## src/verilog/oad_pkg.sv

```systemverilog
// Constants and types for the operand addressing decoder.
// Assumes a single core clock; no registers reachable by software.
package oad_pkg;

    // ************************************************************
    // Field encodings
    // ************************************************************
    localparam logic [1:0] OAD_FORM_NODISP   = 2'h0;
    localparam logic [1:0] OAD_FORM_DISP8    = 2'h1;
    localparam logic [1:0] OAD_FORM_DISP16   = 2'h2;
    localparam logic [1:0] OAD_FORM_REG      = 2'h3;
    localparam logic [2:0] OAD_SEL_DIRECT    = 3'h6;
    localparam logic [2:0] OAD_PFX_HI_PAT    = 3'h1;
    localparam logic [2:0] OAD_PFX_LO_PAT    = 3'h6;

    // Segment selectors, as coded in the prefix
    localparam logic [1:0] OAD_SEG_EXTRA     = 2'h0;
    localparam logic [1:0] OAD_SEG_CODE      = 2'h1;
    localparam logic [1:0] OAD_SEG_STACK     = 2'h2;
    localparam logic [1:0] OAD_SEG_DATA      = 2'h3;

    // Register-file indices for base and index sources
    localparam logic [2:0] OAD_REG_BASE      = 3'h3;
    localparam logic [2:0] OAD_REG_FRAME     = 3'h5;
    localparam logic [2:0] OAD_REG_SRCIDX    = 3'h6;
    localparam logic [2:0] OAD_REG_DSTIDX    = 3'h7;

    // Reset values
    localparam logic [15:0] OAD_RST_WORD     = 16'h0000;
    localparam logic [1:0]  OAD_RST_SEG      = 2'h3;

    // ************************************************************
    // Types
    // ************************************************************
    typedef enum logic [1:0] {
        OAD_IDLE  = 2'b00,
        OAD_DLOW  = 2'b01,
        OAD_DHIGH = 2'b11
    } oad_state_t;

    typedef struct packed {
        logic       use_base;
        logic [2:0] base_idx;
        logic       use_index;
        logic [2:0] index_idx;
        logic       frame;
    } oad_ea_t;

endpackage : oad_pkg

```

## src/verilog/oad_ea_map.sv

```systemverilog
// Combinational map of operand-select code to base and index sources.
// Assumes the caller handles the direct-address case itself.
`timescale 1ns/100ps
module oad_ea_map
    import oad_pkg::*;
(
    // Select code
    input  wire logic [2:0] sel_i,
    // Sources
    output oad_ea_t         ea_o
);

    always_comb begin
        ea_o = '0;
        unique case (sel_i)
            3'h0: begin
                ea_o = '{1'b1, OAD_REG_BASE, 1'b1, OAD_REG_SRCIDX, 1'b0};
            end
            3'h1: begin
                ea_o = '{1'b1, OAD_REG_BASE, 1'b1, OAD_REG_DSTIDX, 1'b0};
            end
            3'h2: begin
                ea_o = '{1'b1, OAD_REG_FRAME, 1'b1, OAD_REG_DSTIDX, 1'b1};
            end
            3'h3: begin
                ea_o = '{1'b1, OAD_REG_FRAME, 1'b1, OAD_REG_SRCIDX, 1'b1};
            end
            3'h4: begin
                ea_o = '{1'b0, 3'h0, 1'b1, OAD_REG_SRCIDX, 1'b0};
            end
            3'h5: begin
                ea_o = '{1'b0, 3'h0, 1'b1, OAD_REG_DSTIDX, 1'b0};
            end
            3'h6: begin
                ea_o = '{1'b1, OAD_REG_FRAME, 1'b0, 3'h0, 1'b1};
            end
            3'h7: begin
                ea_o = '{1'b1, OAD_REG_BASE, 1'b0, 3'h0, 1'b0};
            end
        endcase
    end

endmodule : oad_ea_map

```

## src/verilog/oad_decoder.sv

```systemverilog
// Operand addressing decoder: addressing byte, displacement, segment.
// Assumes the fetch queue presents one byte per valid cycle, in order.
// Assumes prefix bytes come at least one cycle before the addressing byte they serve.
`timescale 1ns/100ps
module oad_decoder
    import oad_pkg::*;
(
    // Clock and reset
    input  wire logic        ref_clk_i,
    input  wire logic        sys_rst_i,
    // Prefix byte from fetch
    input  wire logic        prefix_valid_i,
    input  wire logic [7:0]  prefix_byte_i,
    // Addressing byte from fetch
    input  wire logic        modrm_valid_i,
    input  wire logic [7:0]  modrm_byte_i,
    input  wire logic        width_i,
    // Displacement bytes from fetch
    input  wire logic        disp_valid_i,
    input  wire logic [7:0]  disp_byte_i,
    // Decode status
    output logic             busy_o,
    output logic             disp_req_o,
    output logic             done_o,
    // Register operand
    output logic             is_reg_o,
    output logic [3:0]       reg_sel_o,
    output logic             reg_byte_o,
    output logic             reg_high_o,
    // Memory operand
    output logic             use_base_o,
    output logic [2:0]       base_idx_o,
    output logic             use_index_o,
    output logic [2:0]       index_idx_o,
    output logic [15:0]      disp_o,
    output logic [1:0]       segment_o
);

    // ************************************************************
    // State
    // ************************************************************
    typedef struct packed {
        oad_state_t  st;
        logic        ovr_valid;
        logic [1:0]  ovr_seg;
        logic        two_bytes;
        logic        busy;
        logic        disp_req;
        logic        done;
        logic        is_reg;
        logic [3:0]  reg_sel;
        logic        reg_byte;
        logic        reg_high;
        logic        use_base;
        logic [2:0]  base_idx;
        logic        use_index;
        logic [2:0]  index_idx;
        logic [15:0] disp;
        logic [1:0]  segment;
    } oad_regs_t;

    oad_regs_t q, d;
    oad_ea_t   ea_map;

    // ************************************************************
    // Address map
    // ************************************************************
    // Base and index choice per select code, shared by all memory forms but the direct address
    oad_ea_map u_ea_map (
        .sel_i (modrm_byte_i[2:0]),
        .ea_o  (ea_map)
    );

    // ************************************************************
    // Decode helpers
    // ************************************************************
    // Prefix pattern test, used by the decode below
    function automatic logic is_seg_prefix(input logic [7:0] b);
        return (b[7:5] == OAD_PFX_HI_PAT) && (b[2:0] == OAD_PFX_LO_PAT);
    endfunction : is_seg_prefix

    // Direct address: no base, two displacement bytes
    function automatic logic is_direct(input logic [1:0] f, input logic [2:0] s);
        return (f == OAD_FORM_NODISP) && (s == OAD_SEL_DIRECT);
    endfunction : is_direct

    // ************************************************************
    // Next state
    // ************************************************************
    always_comb begin
        logic [1:0] form;
        logic [2:0] sel;
        form = modrm_byte_i[7:6];
        sel  = modrm_byte_i[2:0];
        // Hold everything but done unless a byte is taken
        d      = q;
        d.done = 1'b0;
        unique case (q.st)
            OAD_IDLE: begin
                if (modrm_valid_i) begin
                    d.is_reg    = (form == OAD_FORM_REG);
                    d.reg_sel   = {width_i, sel};
                    d.reg_byte  = ~width_i;
                    d.reg_high  = ~width_i & sel[2];
                    // Clear memory fields so a register operand shows none
                    d.use_base  = 1'b0;
                    d.base_idx  = 3'h0;
                    d.use_index = 1'b0;
                    d.index_idx = 3'h0;
                    d.disp      = OAD_RST_WORD;
                    d.segment   = OAD_SEG_DATA;
                    if (form != OAD_FORM_REG) begin
                        d.use_base  = ea_map.use_base;
                        d.base_idx  = ea_map.base_idx;
                        d.use_index = ea_map.use_index;
                        d.index_idx = ea_map.index_idx;
                        d.segment   = ea_map.frame ? OAD_SEG_STACK : OAD_SEG_DATA;
                        if (q.ovr_valid) begin
                            d.segment = q.ovr_seg;
                        end
                        if (is_direct(form, sel)) begin
                            d.use_base  = 1'b0;
                            d.use_index = 1'b0;
                            d.segment   = q.ovr_valid ? q.ovr_seg : OAD_SEG_DATA;
                        end
                    end
                    // Override is spent on this operand
                    d.ovr_valid = 1'b0;
                    if (form == OAD_FORM_DISP8) begin
                        d.two_bytes = 1'b0;
                        d.st        = OAD_DLOW;
                        d.disp_req  = 1'b1;
                        d.busy      = 1'b1;
                    end else if (form == OAD_FORM_DISP16 || is_direct(form, sel)) begin
                        d.two_bytes = 1'b1;
                        d.st        = OAD_DLOW;
                        d.disp_req  = 1'b1;
                        d.busy      = 1'b1;
                    end else begin
                        d.done = 1'b1;
                    end
                end
            end
            OAD_DLOW: begin
                // Fetch may stall here without limit; no timeout is kept
                if (disp_valid_i) begin
                    if (q.two_bytes) begin
                        d.disp[7:0] = disp_byte_i;
                        d.st        = OAD_DHIGH;
                    end else begin
                        d.disp     = {{8{disp_byte_i[7]}}, disp_byte_i};
                        d.st       = OAD_IDLE;
                        d.disp_req = 1'b0;
                        d.busy     = 1'b0;
                        d.done     = 1'b1;
                    end
                end
            end
            OAD_DHIGH: begin
                if (disp_valid_i) begin
                    d.disp[15:8] = disp_byte_i;
                    d.st         = OAD_IDLE;
                    d.disp_req   = 1'b0;
                    d.busy       = 1'b0;
                    d.done       = 1'b1;
                end
            end
            default: begin
                d.st = OAD_IDLE;
            end
        endcase
        // Last, so a prefix beside an addressing byte is kept, not spent
        if (prefix_valid_i && is_seg_prefix(prefix_byte_i)) begin
            d.ovr_valid = 1'b1;
            d.ovr_seg   = prefix_byte_i[4:3];
        end
    end

    // ************************************************************
    // Registers
    // ************************************************************
    // Segment resets to data, as for a register operand
    always_ff @(posedge ref_clk_i or posedge sys_rst_i) begin
        if (sys_rst_i) begin
            q         <= '0;
            q.st      <= OAD_IDLE;
            q.disp    <= OAD_RST_WORD;
            q.segment <= OAD_RST_SEG;
            q.ovr_seg <= OAD_RST_SEG;
        end else begin
            q <= d;
        end
    end

    // ************************************************************
    // Outputs
    // ************************************************************
    // Plain register taps; nothing combinational reaches a pin
    assign busy_o      = q.busy;
    assign disp_req_o  = q.disp_req;
    assign done_o      = q.done;
    assign is_reg_o    = q.is_reg;
    assign reg_sel_o   = q.reg_sel;
    assign reg_byte_o  = q.reg_byte;
    assign reg_high_o  = q.reg_high;
    assign use_base_o  = q.use_base;
    assign base_idx_o  = q.base_idx;
    assign use_index_o = q.use_index;
    assign index_idx_o = q.index_idx;
    assign disp_o      = q.disp;
    assign segment_o   = q.segment;

endmodule : oad_decoder

```

## config.mk

```make
export PLATFORM = sky130hd
export DESIGN_NAME = oad_decoder
export DESIGN_NICKNAME = d
export VERILOG_FILES = /design/src/verilog/oad_pkg.sv /design/src/verilog/oad_ea_map.sv /design/src/verilog/oad_decoder.sv
export SDC_FILE = /design/constraint.sdc
export NUM_CORES = 1
export LEC_CHECK = 0
export ABC_AREA = 1
export BUFFER_PORTS_ARGS = -buffer_cell sky130_fd_sc_hd__buf_2
export CAP_MARGIN = 10
export CORE_MARGIN = 2
export CORE_UTILIZATION = 33
export DETAILED_ROUTE_END_ITERATION = 8
export GPL_TIMING_DRIVEN = 0
export SKIP_LAST_GASP = 1
export SLEW_MARGIN = 20
export SYNTH_ARGS = -nofsm -noshare
export SYNTH_HDL_FRONTEND = slang
export SYNTH_HIERARCHICAL = 1
export SYNTH_SLANG_ARGS = --single-unit
```

## constraint.sdc

```tcl
create_clock -name ref_clk_i -period 2.9 [get_ports ref_clk_i]
set_input_delay 0.435 -clock ref_clk_i [delete_from_list [all_inputs] [get_ports ref_clk_i]]
set_output_delay 0.435 -clock ref_clk_i [all_outputs]
set_load 0.02 [all_outputs]
```

**Word level (Yosys, flattened, before mapping)**

Memory sizes are Yosys's and may differ from the RTL's.
Cells that the tools add are included.
Widths: inputs -> output; s select.

- Equal/unequal tests: 14
- Bitwise gates (word level): 2
- Reductions and logical operators: 18
- Multiplexer cells: 31

Operators with widths:

| cell | count |
|---|---|
| $mux 36 | 1 |
| $mux 8 | 3 |
| $pmux 8 s3 | 1 |
| $mux 3 | 7 |
| $mux 2 | 9 |
| $mux 16 | 1 |
| $pmux 8 s2 | 1 |
| $ne 2x2->1 const B | 5 |
| $pmux 3 s3 | 1 |
| $reduce_bool 2->1 | 4 |
| $eq 2x2->1 const B | 3 |
| $eq 3x3->1 const B | 2 |
| $mux 1 | 6 |
| $pmux 2 s3 | 1 |
| $reduce_and 3->1 | 2 |
| $reduce_and 6->1 | 1 |
| $reduce_and 5->1 | 1 |
| $eq 2x1->1 const B | 2 |
| $logic_not 2->1 | 2 |
| $reduce_and 2->1 | 2 |
| $reduce_and 4->1 | 1 |
| $eq 3x1->1 const B | 1 |
| $logic_and 1x1->1 | 3 |
| $ne 3x3->1 const B | 1 |
| 4 further kinds | 4 |

- Output and inout port bits: 36
- Input bits: 30
- Memories: 1
- Bits in registers: 42
- Word-level logic and storage cells: 84
- Memory bits (read-only): 72

Memory list:

| name | depth | bits a word | rd ports | clocked after memory_dff | wr ports | line | RTL |
|---|---|---|---|---|---|---|---|
| (no name shown) | 8 | 9 | 1 | 0 | 0 | oad_ea_map.sv:15 | `unique case (sel_i)` |

**Depth between registers and ports, before layout**

Gate-level depths: netlist of the first run.

- Depth after elaboration: 8
- Gate-level depth with buffers: 9
- Depth with buffers taken out: 8

**Cells and area by module**

The synthesis of the first run kept the hierarchy.

By module, submodules not included:

| module | cells an instance | area an instance (sq um) | sequential area each (sq um) | instances |
|---|---|---|---|---|
| oad_decoder | 231 | 2026.9 | 1031.0 | 1 |
| oad_ea_map | 19 | 115.1 | 0.0 | 1 |

**Worst setup path before layout of the first run**

Ideal clock, no wire load.

- Kind: register to register
- Start point: register q[40] (netlist bit)
- End point: register q, in the netlist busy_o
- Arrival: 1076 ps
- Stages on the path, launching flop included: 9
- Required time: 2782 ps
- Period minus slack after synthesis: 1194 ps
- Path buffers: 0
- Setup time: 118 ps
- Setup slack: 1706 ps
- Cells stage by stage: dfrtp_1 inv_2 nand2_2 nand2_2 nand2_4 nor2_8 nand2_1 nand2_1 nand2_1

- Cells in the longest elaborated chain, start to end: 3
- Elaborated cells between the ends (all ways): 11
- Classes of those cells: eq/ne (7); mux (1); reduce/logical (3)

Ends and longest elaborated chain:

| item | line | RTL |
|---|---|---|
| start: declaration | oad_decoder.sv:62 | `oad_regs_t q, d;` |
| $eq 2x1->1, or another cell as far along | oad_decoder.sv:98 | `unique case (q.st)` |
| $ne 2x2->1 (no line), or another cell as far along | n/a |  |
| $reduce_and 6->1 (no line) | n/a |  |

Several ways; a longest one is shown, not always the timed one.
A chain may end at the register's enable or synchronous reset.

**Worst setup path after layout of the first run**

- Start point: register q, in the netlist segment_o[0]
- End point: output port segment_o[0]

RTL lines:

| item | line | RTL |
|---|---|---|
| end: declaration | oad_decoder.sv:36 | `output logic [1:0] segment_o` |

No word-level cell between the ends.

==> metrics.txt, run 1 <==
YS warnings 6; DP Worst Slack around 1.6 ns; Mapped Avg Cell Area 8.57 µm²; clock latency on the worst-skew pair 0.29 ns; Power, Total 2.91 mW; Post-Syn Instances 250; clock root buffer clkbuf_8; Inserted Clock Buffers 5; Die H 84.6 µm; initial antenna violation count 0; final worst path period need about 1.5 ns; Worst-path clk slew roughly 0.080 ns; I/O Pins 66; switching share of power 0.409; Layout area overhead 25.4%; Placement Cell Area 2570 µm²; Clock Path Buffers 2; Total GRT Usage 0.134; # port buffers just over 60; setup violators final 0; P_int 1.72 mW; CP peak stage delay 0.54 ns; routed vias roughly 1.8k; Initial Util 0.339; nets 353; Slowest cell on crit path dfstp_2; Worst-Margin Slew 0.447 ns; total gr overflow 0; Slew Viols, Final 0; fin worst setup slack 1.39 ns; diode count 0; Setup Crit Path Kind register to output pin; CORE AREA 6310 µm²; Worst EP required roughly 2.5 ns; fmax 0.664 GHz; CTS sink cnt 41; first-pass GRT wire length just under 8000 µm; vias in the first global route roughly 1.7k; Power Dens Cells about 1100 nW/µm²; cts hold-fix bufs 0; CTS tree built; status finished, final reports clean; chip width 84.6 µm; sw power between 1 and 1.5 mW; Post-Route WL 4480 µm; share of layout cells above drive strength 1 0.393; Hold Vio Cnt, Final 0; Mapped Area around 2100 µm²; Gate power share 0.504; Std-Cell Rows 29; Mapped Nets between 200 and 300; Leak Pwr 1.52 nW; via-per-instance ratio about 4.4; max_slew headroom 0.701; DP Wirelength 3440 µm; Hold Path Class input pin to async pin; post-synth cell types 24; register bit count reported by yosys 41; RSZ-0062 raised after global routing no; H-tree Lvls 2; Setup TNS 0 ns; Worst Path Arrival 1.07 ns; Final Instance Area 2690 µm²; setup bufs post-CTS 0; 1st-iter DRT viols 53; Crit. End Element output pin; Routed Antenna Nets 0; Tcrit/Tclk final 0.519; type of origin of the critical path register; full die area 7150 µm²; CP Cell Sequence buf_4 > buf_2; gpl congestion 0.805; Clock Skews approximately 0.0052 ns; cts repair resizes 0; FILL cells 683; Seq/Total Area, Yosys 0.481; max-cap violation count 0; largest net degree at the start of global routing 32; Peak VDD IR 0.362 mV; worst-path maximum fanout 2; Reg power frac 0.331; DRC Markers 0; DR WL/cell 11.3 µm; Initial DRT Pass Iterations 4; Clock power frac 0.165
power groups by stage:
stage	clock network [mW]	logic (mW)	registers [mW]
after floorplan	0	1.06	1.01
after global placement	0	1.46	0.971
after detailed placement	0	1.49	0.982
after CTS	0.492	1.49	0.970
after global routing	0.520	1.63	1.00
final	0.480	1.47	0.965
cells in the mapped netlist:
master / number / area share
nand2_1: 85 / 0.15
dfrtp_1: 37 / 0.43
buf_4: 34 / 0.12
nand3_1: 17 / 0.040
o21ai_0: 16 / 0.037
inv_1: 10 / 0.018
nor2_1: 9 / 0.016
a22o_1: 7 / 0.029
o21ai_1: 6 / 0.014
dfstp_2: 4 / 0.049
nand2_2: 4 / 0.012
ha_1: 3 / 0.018
a21oi_1: 2 / 0.0047
a21oi_2: 2 / 0.0082
buf_2: 2 / 0.0047
inv_2: 2 / 0.0035
nor2_4: 2 / 0.011
nor3_1: 2 / 0.0047
a21oi_4: 1 / 0.0076
buf_6: 1 / 0.0053
clkbuf_1: 1 / 0.0018
inv_4: 1 / 0.0029
nand2_4: 1 / 0.0053
nor2_8: 1 / 0.0093
critical path, delay by kind of cell (launching register included):
| family | cells | cell delay (ns) |
|---|---|---|
| buffers and inverters | 2 | 0.24 |
| DFF | 1 | 0.54 |
final timing paths:
kind                                     startpoint                       end  slack [ns]  depth (start not counted)
hold / removal                            sys_rst_i          done_o$_DFF_PP0_        0.06                          2
hold reg to reg                   q[38]$_DFFE_PP1P_         q[38]$_DFFE_PP1P_        0.47                          2
setup reg to reg                  q[40]$_DFFE_PP0P_        busy_o$_DFFE_PP0P_        1.58                          8
min in group ref_clk_i                      width_i    reg_high_o$_DFFE_PP0P_        0.33                          2
max in group asynchronous                 sys_rst_i  segment_o[1]$_DFFE_PP1P_        2.33                          3
setup / recovery           segment_o[0]$_DFFE_PP1P_              segment_o[0]        1.39                          2
routing by layer:
metal | vias up | global-route usage | part of all wire
met2 | 31 | 0.222 | 0.48
li1 | 910 | - | -
met4 | 0 | 0.0433 | 0.014
met3 | 4 | 0.0315 | 0.037
met5 | - | 0 | 0
met1 | 819 | 0.173 | 0.47
flip-flops by register name (all words and copies together) (netlist names):
signal and flops:
segment_o 2, disp_o 16, use_index_o 1, q 6, index_idx_o 3, use_base_o 1
is_reg_o 1, done_o 1, busy_o 1, base_idx_o 3, reg_byte_o 1, reg_high_o 1
reg_sel_o 4
area by class of cell:
| class | instances | area (µm²) | area share |
|---|---|---|---|
| repair buffers | 63 | 330 | 0.123 |
| flip-flops and latches | 41 | 1030 | 0.384 |
| multi-input cells | 158 | 779 | 0.290 |
| inverters | 13 | 51.3 | 0.0191 |
| clock buffers | 7 | 86.3 | 0.0322 |
| clock inverters | 1 | 30.0 | 0.0112 |
| well taps | 77 | 96.3 | 0.0359 |
| plain buffers | 38 | 280 | 0.104 |
stage by stage:
step	utilization	std cells	hold WS (ns)
2_1_floorplan	-	250	0.443
3_3_place_gp	0.404	389	0.455
3_5_place_dp	0.407	390	0.380
4_1_cts	0.425	398	0.0638
5_1_grt	0.425	398	0.0655
6_report	0.425	398	0.0601
cell usage in the layout (no fill, tap or decap), drive strengths merged, types with 5 or more instances in the layout:
master	count
inv	13
a21oi	5
nand3	17
nor2	12
nand2	90
dfrtp	37
a22o	7
clkbuf	8
o21ai	22
buf	100
cells by family (layout without fill, tap and decap cells):
group	Yosys count	count (layout)	share of synthesized area
buffers and inverters	51	122	0.155
AOI/OAI and AO/OA	34	34	0.100
DFF	41	41	0.481
and+or+nand+nor	121	121	0.246
adders and majority gates	3	3	0.0175
Note: power is estimated with default switching activity, not from simulation.
==> run 2, diff against run 1 <==
==> constraint.sdc (replaced) <==
create_clock -name ref_clk_i -period 1.3 [get_ports ref_clk_i]
set_input_delay 0.195 -clock ref_clk_i [delete_from_list [all_inputs] [get_ports ref_clk_i]]
set_output_delay 0.195 -clock ref_clk_i [all_outputs]
set_load 0.02 [all_outputs]
==> run 2 against run 1 <==
- register-to-register slack worse by 1.5 ns
- worst setup slack worse by 1.4 ns
- global-route usage is 0.062 points higher
- combinational power is 140% higher
- cell area is 2.9% higher
- wire length is 1.7% higher
- worst hold slack better by 0.029 ns
==> metrics.txt, run 2 (synthesis gave the netlist of run 1 again) <==
Total GRT Usage 0.134 (about the same); Crit. End Element output pin (unchanged); RSZ-0062 raised after global routing yes (was no); Gate power share 0.519 (was 0.504); sw power 2.70 mW (was 1.19 mW); Initial DRT Pass Iterations 5 (was 4); type of origin of the critical path register (unchanged); Power Dens Cells 2420 nW/µm² (was 1090 nW/µm²); first-pass GRT wire length 7780 µm (was 7730 µm); share of layout cells above drive strength 1 0.412 (was 0.393); Reg power frac 0.322 (was 0.331); worst-case reg-to-reg path depth 8 (unchanged); DRC Markers 0 (unchanged); DP Worst Slack -0.0179 ns (was 1.57 ns); FILL cells 669 (was 683); most frequent cells in the layout nand2_1, buf_2, buf_4 (was nand2_1, buf_2, dfrtp_1); CTS tree built (unchanged); worst-path maximum fanout 2 (unchanged); routed vias 1,781 (was 1,764); chip width 84.6 µm (unchanged); worst hold slack 0.0890 ns (was 0.0601 ns); Setup Crit Path Kind register to output pin (unchanged); fin worst setup slack 0.0433 ns (was 1.39 ns); fmax 0.796 GHz; Std-Cell Rows 29 (unchanged); total gr overflow 0 (unchanged); Post-Route WL 4550 µm (was 4480 µm); Peak VDD IR 0.839 mV (was 0.362 mV); full die area 7150 µm² (unchanged); max_slew headroom 0.732 (was 0.701); DP Wirelength 3440 µm (unchanged); hold path startpoint width_i; Initial Util 0.339 (unchanged); final worst path period need 1.26 ns; nets 360 (was 353); Clock Skews 0.00497 ns (was 0.00517 ns); Layout area overhead 29.0% (was 25.4%); FF-to-FF End busy_o$_DFFE_PP0P_ (unchanged); P_int 4.00 mW (was 1.72 mW); RR Startpoint q[40]$_DFFE_PP0P_ (unchanged); Die H 84.6 µm (unchanged); # port buffers 62 (unchanged); CTS sink cnt 41 (unchanged); hold path depth 2; DR WL/cell 11.2 µm (was 11.3 µm); CORE AREA 6310 µm² (unchanged); Worst EP required 1.11 ns (was 2.47 ns); Largest register FFs 16 (unchanged); setup violators final 0 (unchanged); status finished, final reports clean (unchanged); R2R Setup Slk 0.05 ns (was 1.58 ns); switching share of power 0.403 (was 0.409); I/O Pins 66 (unchanged); Tcrit/Tclk final 0.967; Worst-path clk slew 0.08 ns (about the same); initial antenna violation count 0 (unchanged); Worst Path Arrival 1.06 ns (was 1.07 ns); Inserted Clock Buffers 5 (unchanged); Routed Antenna Nets 0 (unchanged); clock latency on the worst-skew pair 0.29 ns (about the same); largest net degree at the start of global routing 32 (unchanged); clock root buffer clkbuf_8 (unchanged); H-tree Lvls 2 (unchanged); Leak Pwr 1.56 nW (was 1.52 nW); Hold EP reg_high_o$_DFFE_PP0P_; Clock power frac 0.159 (was 0.165); Worst-Margin Slew 0.399 ns (was 0.447 ns); commonest non-fill, non-tap cell in the layout nand2_1 (unchanged); vias in the first global route 1,738 (was 1,720); max-cap violation count 0 (unchanged); Hold Path Class input pin to register (was input pin to async pin); gpl congestion 0.805 (unchanged); diode count 0 (unchanged); via-per-instance ratio 4.40 (was 4.43); Hold Vio Cnt, Final 0 (unchanged); Clock Path Buffers 2 (unchanged); Slew Viols, Final 0 (unchanged); 1st-iter DRT viols 61 (was 53)
[run 2: worst max path at each step]
stage | start | end | slack, ns | cells after the start
CTS | q[41]$_DFFE_PP0P_ | disp_o[15]$_DFFE_PP0P_ | 0.02 | 6
floorplan | q[40]$_DFFE_PP0P_ | busy_o$_DFFE_PP0P_ | 0.11 | 8
global placement | sys_rst_i | disp_o[4]$_DFFE_PP0P_ | -0.42 | 2
detailed placement | q[40]$_DFFE_PP0P_ | busy_o$_DFFE_PP0P_ | -0.02 | 8
finish | segment_o[1]$_DFFE_PP1P_ | segment_o[1] | 0.04 | 2
global route | q[40]$_DFFE_PP0P_ | index_idx_o[2]$_DFFE_PP0P_ | -0.04 | 7
[run 2: final cells by class]
cell class	count	area, µm²	area share
clock buffer	7	86.3	0.0312
tap	77	96.3	0.0349
timing repair buffer	70	400	0.145
clock inverter	1	30.0	0.0109
buffer	38	285	0.103
multi-input combinational	158	782	0.283
sequential	41	1030	0.373
inverter	13	51.3	0.0186
[run 2: power by group through the flow]
stage	clock (mW)	sequential [mW]	combinational, mW
after global placement	0	2.17	3.26
final	1.07	2.16	3.48
after CTS	1.10	2.16	3.40
after global routing	1.16	2.24	3.84
after detailed placement	0	2.19	3.32
after floorplan	0	2.24	2.37
[run 2: what timing repair did]
action,CTS,global route
hold buffers,1,0
hold endpoints to repair,10,0
gates cloned,0,0
buffers inserted,3,3
pin swaps,0,4
gates resized for setup,0,7
setup endpoints to repair,3,22
[run 2: critical path, cell delays in order, from the launching register on]
cell	delay, ns
dfstp_2	0.53
buf_4	0.09
buf_2	0.15
[run 2: per-layer routing]
layer  vias to the layer above  track usage  wire (µm)
met2                        33        0.225       2190
met3                         5       0.0315        165
met5                         -            0          0
met4                         0       0.0433         62
li1                        921            -          -
met1                       822        0.172       2130
[run 2: stage by stage]
| step | area (µm²) | TNS [ns] | total power [mW] | cells | util |
|---|---|---|---|---|---|
| final | 2760 | 0 | 6.70 | 405 | 0.438 |
| after global routing | 2760 | -0.201 | 7.24 | 405 | 0.438 |
| after CTS | 2720 | 0 | 6.66 | 402 | 0.430 |
| after detailed placement | 2570 | -0.0339 | 5.51 | 390 | 0.407 |
| after global placement | 2550 | -15.99 | 5.43 | 389 | 0.404 |
| after floorplan | 2140 | 0 | 4.62 | 250 | - |
==> run 3, diff against run 2 <==
--- a/config.mk
+++ b/config.mk
@@ -9,7 +9,7 @@
 export BUFFER_PORTS_ARGS = -buffer_cell sky130_fd_sc_hd__buf_2
 export CAP_MARGIN = 10
 export CORE_MARGIN = 2
-export CORE_UTILIZATION = 33
+export CORE_UTILIZATION = 35
 export DETAILED_ROUTE_END_ITERATION = 8
 export GPL_TIMING_DRIVEN = 0
 export SKIP_LAST_GASP = 1
==> run 3 against run 2 <==
- core utilization is 2.9 points higher
- clock power hardly changed
- critical path depth is 6 higher
- clock-buffer cell count stayed put
- sequential share of layout area hardly changed
- fmax is 0.85% lower
- power is 0.31% lower
- clock skew is 0.0013 ns higher
- global-route usage is 1.1 points higher
- critical path type is now register to register
- highest routed layer unchanged
==> metrics.txt, run 3 (synthesis gave the netlist of run 1 again) <==
status finished, final reports clean (unchanged); chip width 82.2 µm (was 84.6 µm); commonest non-fill, non-tap cell in the layout nand2_1 (unchanged); full die area 6760 µm² (was 7150 µm²); cell count after placement 388 (was 390); diode count 0 (unchanged); Hold Vio Cnt, Final 0 (unchanged); Total GRT Usage 0.146 (was 0.134); Clock Skews 0.00623 ns (was 0.00497 ns); Routed Antenna Nets 0 (unchanged); final worst path period need 1.27 ns (was 1.26 ns); multi-input logic area 787 µm² (was 782 µm²); Leak Pwr 1.56 nW (about the same); vias in the first global route 1,622 (was 1,738); DR WL/cell 11.3 µm (was 11.2 µm); Worst Path Arrival 1.45 ns (was 1.06 ns); clock root buffer clkbuf_8 (unchanged); Crit. End Element register (was output pin); Std-Cell Rows 28 (was 29); most frequent cells in the layout nand2_1, buf_2, buf_4 (unchanged); routed vias 1,761 (was 1,781); Hold Path Class input pin to register (unchanged); DP Wirelength 3300 µm (was 3440 µm); RSZ-0062 raised after global routing yes (unchanged); Clock Path Buffers 2 (unchanged); via-per-instance ratio 4.37 (was 4.40); CORE AREA 5920 µm² (was 6310 µm²); Post-Route WL 4550 µm (about the same); FILL cells 595 (was 669); gpl congestion 0.803 (was 0.805); CTS tree built (unchanged); Worst EP required 1.48 ns (was 1.11 ns); Die H 82.2 µm (was 84.6 µm); Power Dens Cells 2420 nW/µm² (about the same); max_slew headroom 0.755 (was 0.732); FF/Latch Area 1030 µm² (unchanged); max-cap violation count 0 (unchanged); Layout area overhead 29.1% (was 29.0%); total gr overflow 0 (unchanged); Worst-path clk slew 0.08 ns (about the same); Initial Util 0.362 (was 0.339); Initial DRT Pass Iterations 4 (was 5); CP startpoint q[40]$_DFFE_PP0P_ (was segment_o[1]$_DFFE_PP1P_); Largest register FFs 16 (unchanged); non-filler cells, final 403 (was 405); Worst-Margin Slew 0.367 ns (was 0.399 ns); worst-path maximum fanout 10 (was 2); fmax 0.789 GHz (was 0.796 GHz); # port buffers 62 (unchanged); setup violators final 0 (unchanged); Inserted Clock Buffers 5 (unchanged); I/O Pins 66 (unchanged); DRC Markers 0 (unchanged); 1st-iter DRT viols 98 (was 61); Power, Total 6.68 mW (was 6.70 mW); CTS sink cnt 41 (unchanged); type of origin of the critical path register (unchanged); Peak VDD IR 0.816 mV (was 0.839 mV); share of layout cells above drive strength 1 0.409 (was 0.412); RR Startpoint q[40]$_DFFE_PP0P_ (unchanged); hold path startpoint width_i (unchanged); first-pass GRT wire length 7530 µm (was 7780 µm); Setup TNS 0 ns (unchanged); Slew Viols, Final 0 (unchanged); H-tree Lvls 2 (unchanged); initial antenna violation count 0 (unchanged); largest net degree at the start of global routing 30 (was 32); Tcrit/Tclk final 0.975 (was 0.967); Setup Crit Path Kind register to register (was register to output pin); clock latency on the worst-skew pair 0.29 ns (about the same); nets 360 (unchanged)
run 3: changes by cell type in the layout (fill, tap and decap cells not counted), sizes merged:
cell / before / now
buf: 106 / 107
clkbuf: 8 / 7
run 3: per-layer routing:
metal	up-vias	global-route usage	part of all wire
met3	6	0.0337	0.044
met2	41	0.223	0.47
li1	922	-	-
met1	792	0.197	0.47
met5	-	0	0
met4	0	0.0650	0.016
run 3: stage by stage:
stage	hold WS, ns	cell area [µm²]	utilization	setup slack (ns)
floorplan	0.286	2140	-	0.106
global placement	0.408	2550	0.430	-0.428
detailed placement	0.158	2570	0.433	-0.00704
CTS	0.0937	2710	0.457	0.0247
global route	0.0921	2770	0.467	-0.0391
finish	0.0982	2770	0.467	0.0326
run 3: final cells by class:
cell class / instances / share of cell area
buffer: 38 / 0.103
clock buffer: 7 / 0.0312
clock inverter: 1 / 0.0109
inverter: 13 / 0.0186
multi-input combinational: 158 / 0.285
sequential: 41 / 0.373
tap: 75 / 0.0339
timing repair buffer: 70 / 0.145
run 3: where the power goes:
part	internal (mW)	total, mW	switching (mW)	leakage [nW]
clock	0.626	1.06	0.434	0.0585
sequential	1.84	2.16	0.312	0.514
combinational	1.52	3.46	1.94	0.988
run 3: critical path, stage by stage (launching register included):
cell	delay, ns
dfrtp_1	0.43
inv_2	0.11
buf_4	0.14
nor2_4	0.04
buf_12	0.13
nor2_8	0.14
nand2_1	0.07
nand2_1	0.05
nand2_1	0.04
run 3: path summary, 6_finish.rpt:
check | cells after the start | end | slack (ns)
hold / removal | 2 | reg_high_o$_DFFE_PP0P_ | 0.1
setup / recovery | 8 | busy_o$_DFFE_PP0P_ | 0.03
hold reg to reg | 2 | q[38]$_DFFE_PP1P_ | 0.46
setup reg to reg | 8 | busy_o$_DFFE_PP0P_ | 0.03
max in group asynchronous | 4 | q[37]$_DFFE_PP1P_ | 0.38
min in group asynchronous | 3 | done_o$_DFF_PP0_ | 0.39
run 3: what timing repair did:
action / 4_1_cts / 5_1_grt
hold buffers: 1 / 0
gates resized for setup: 0 / 6
setup buffers: 2 / 4
pin swaps: 0 / 3
setup endpoints to repair: 4 / 26
endpoints found under the hold margin: 12 / 0
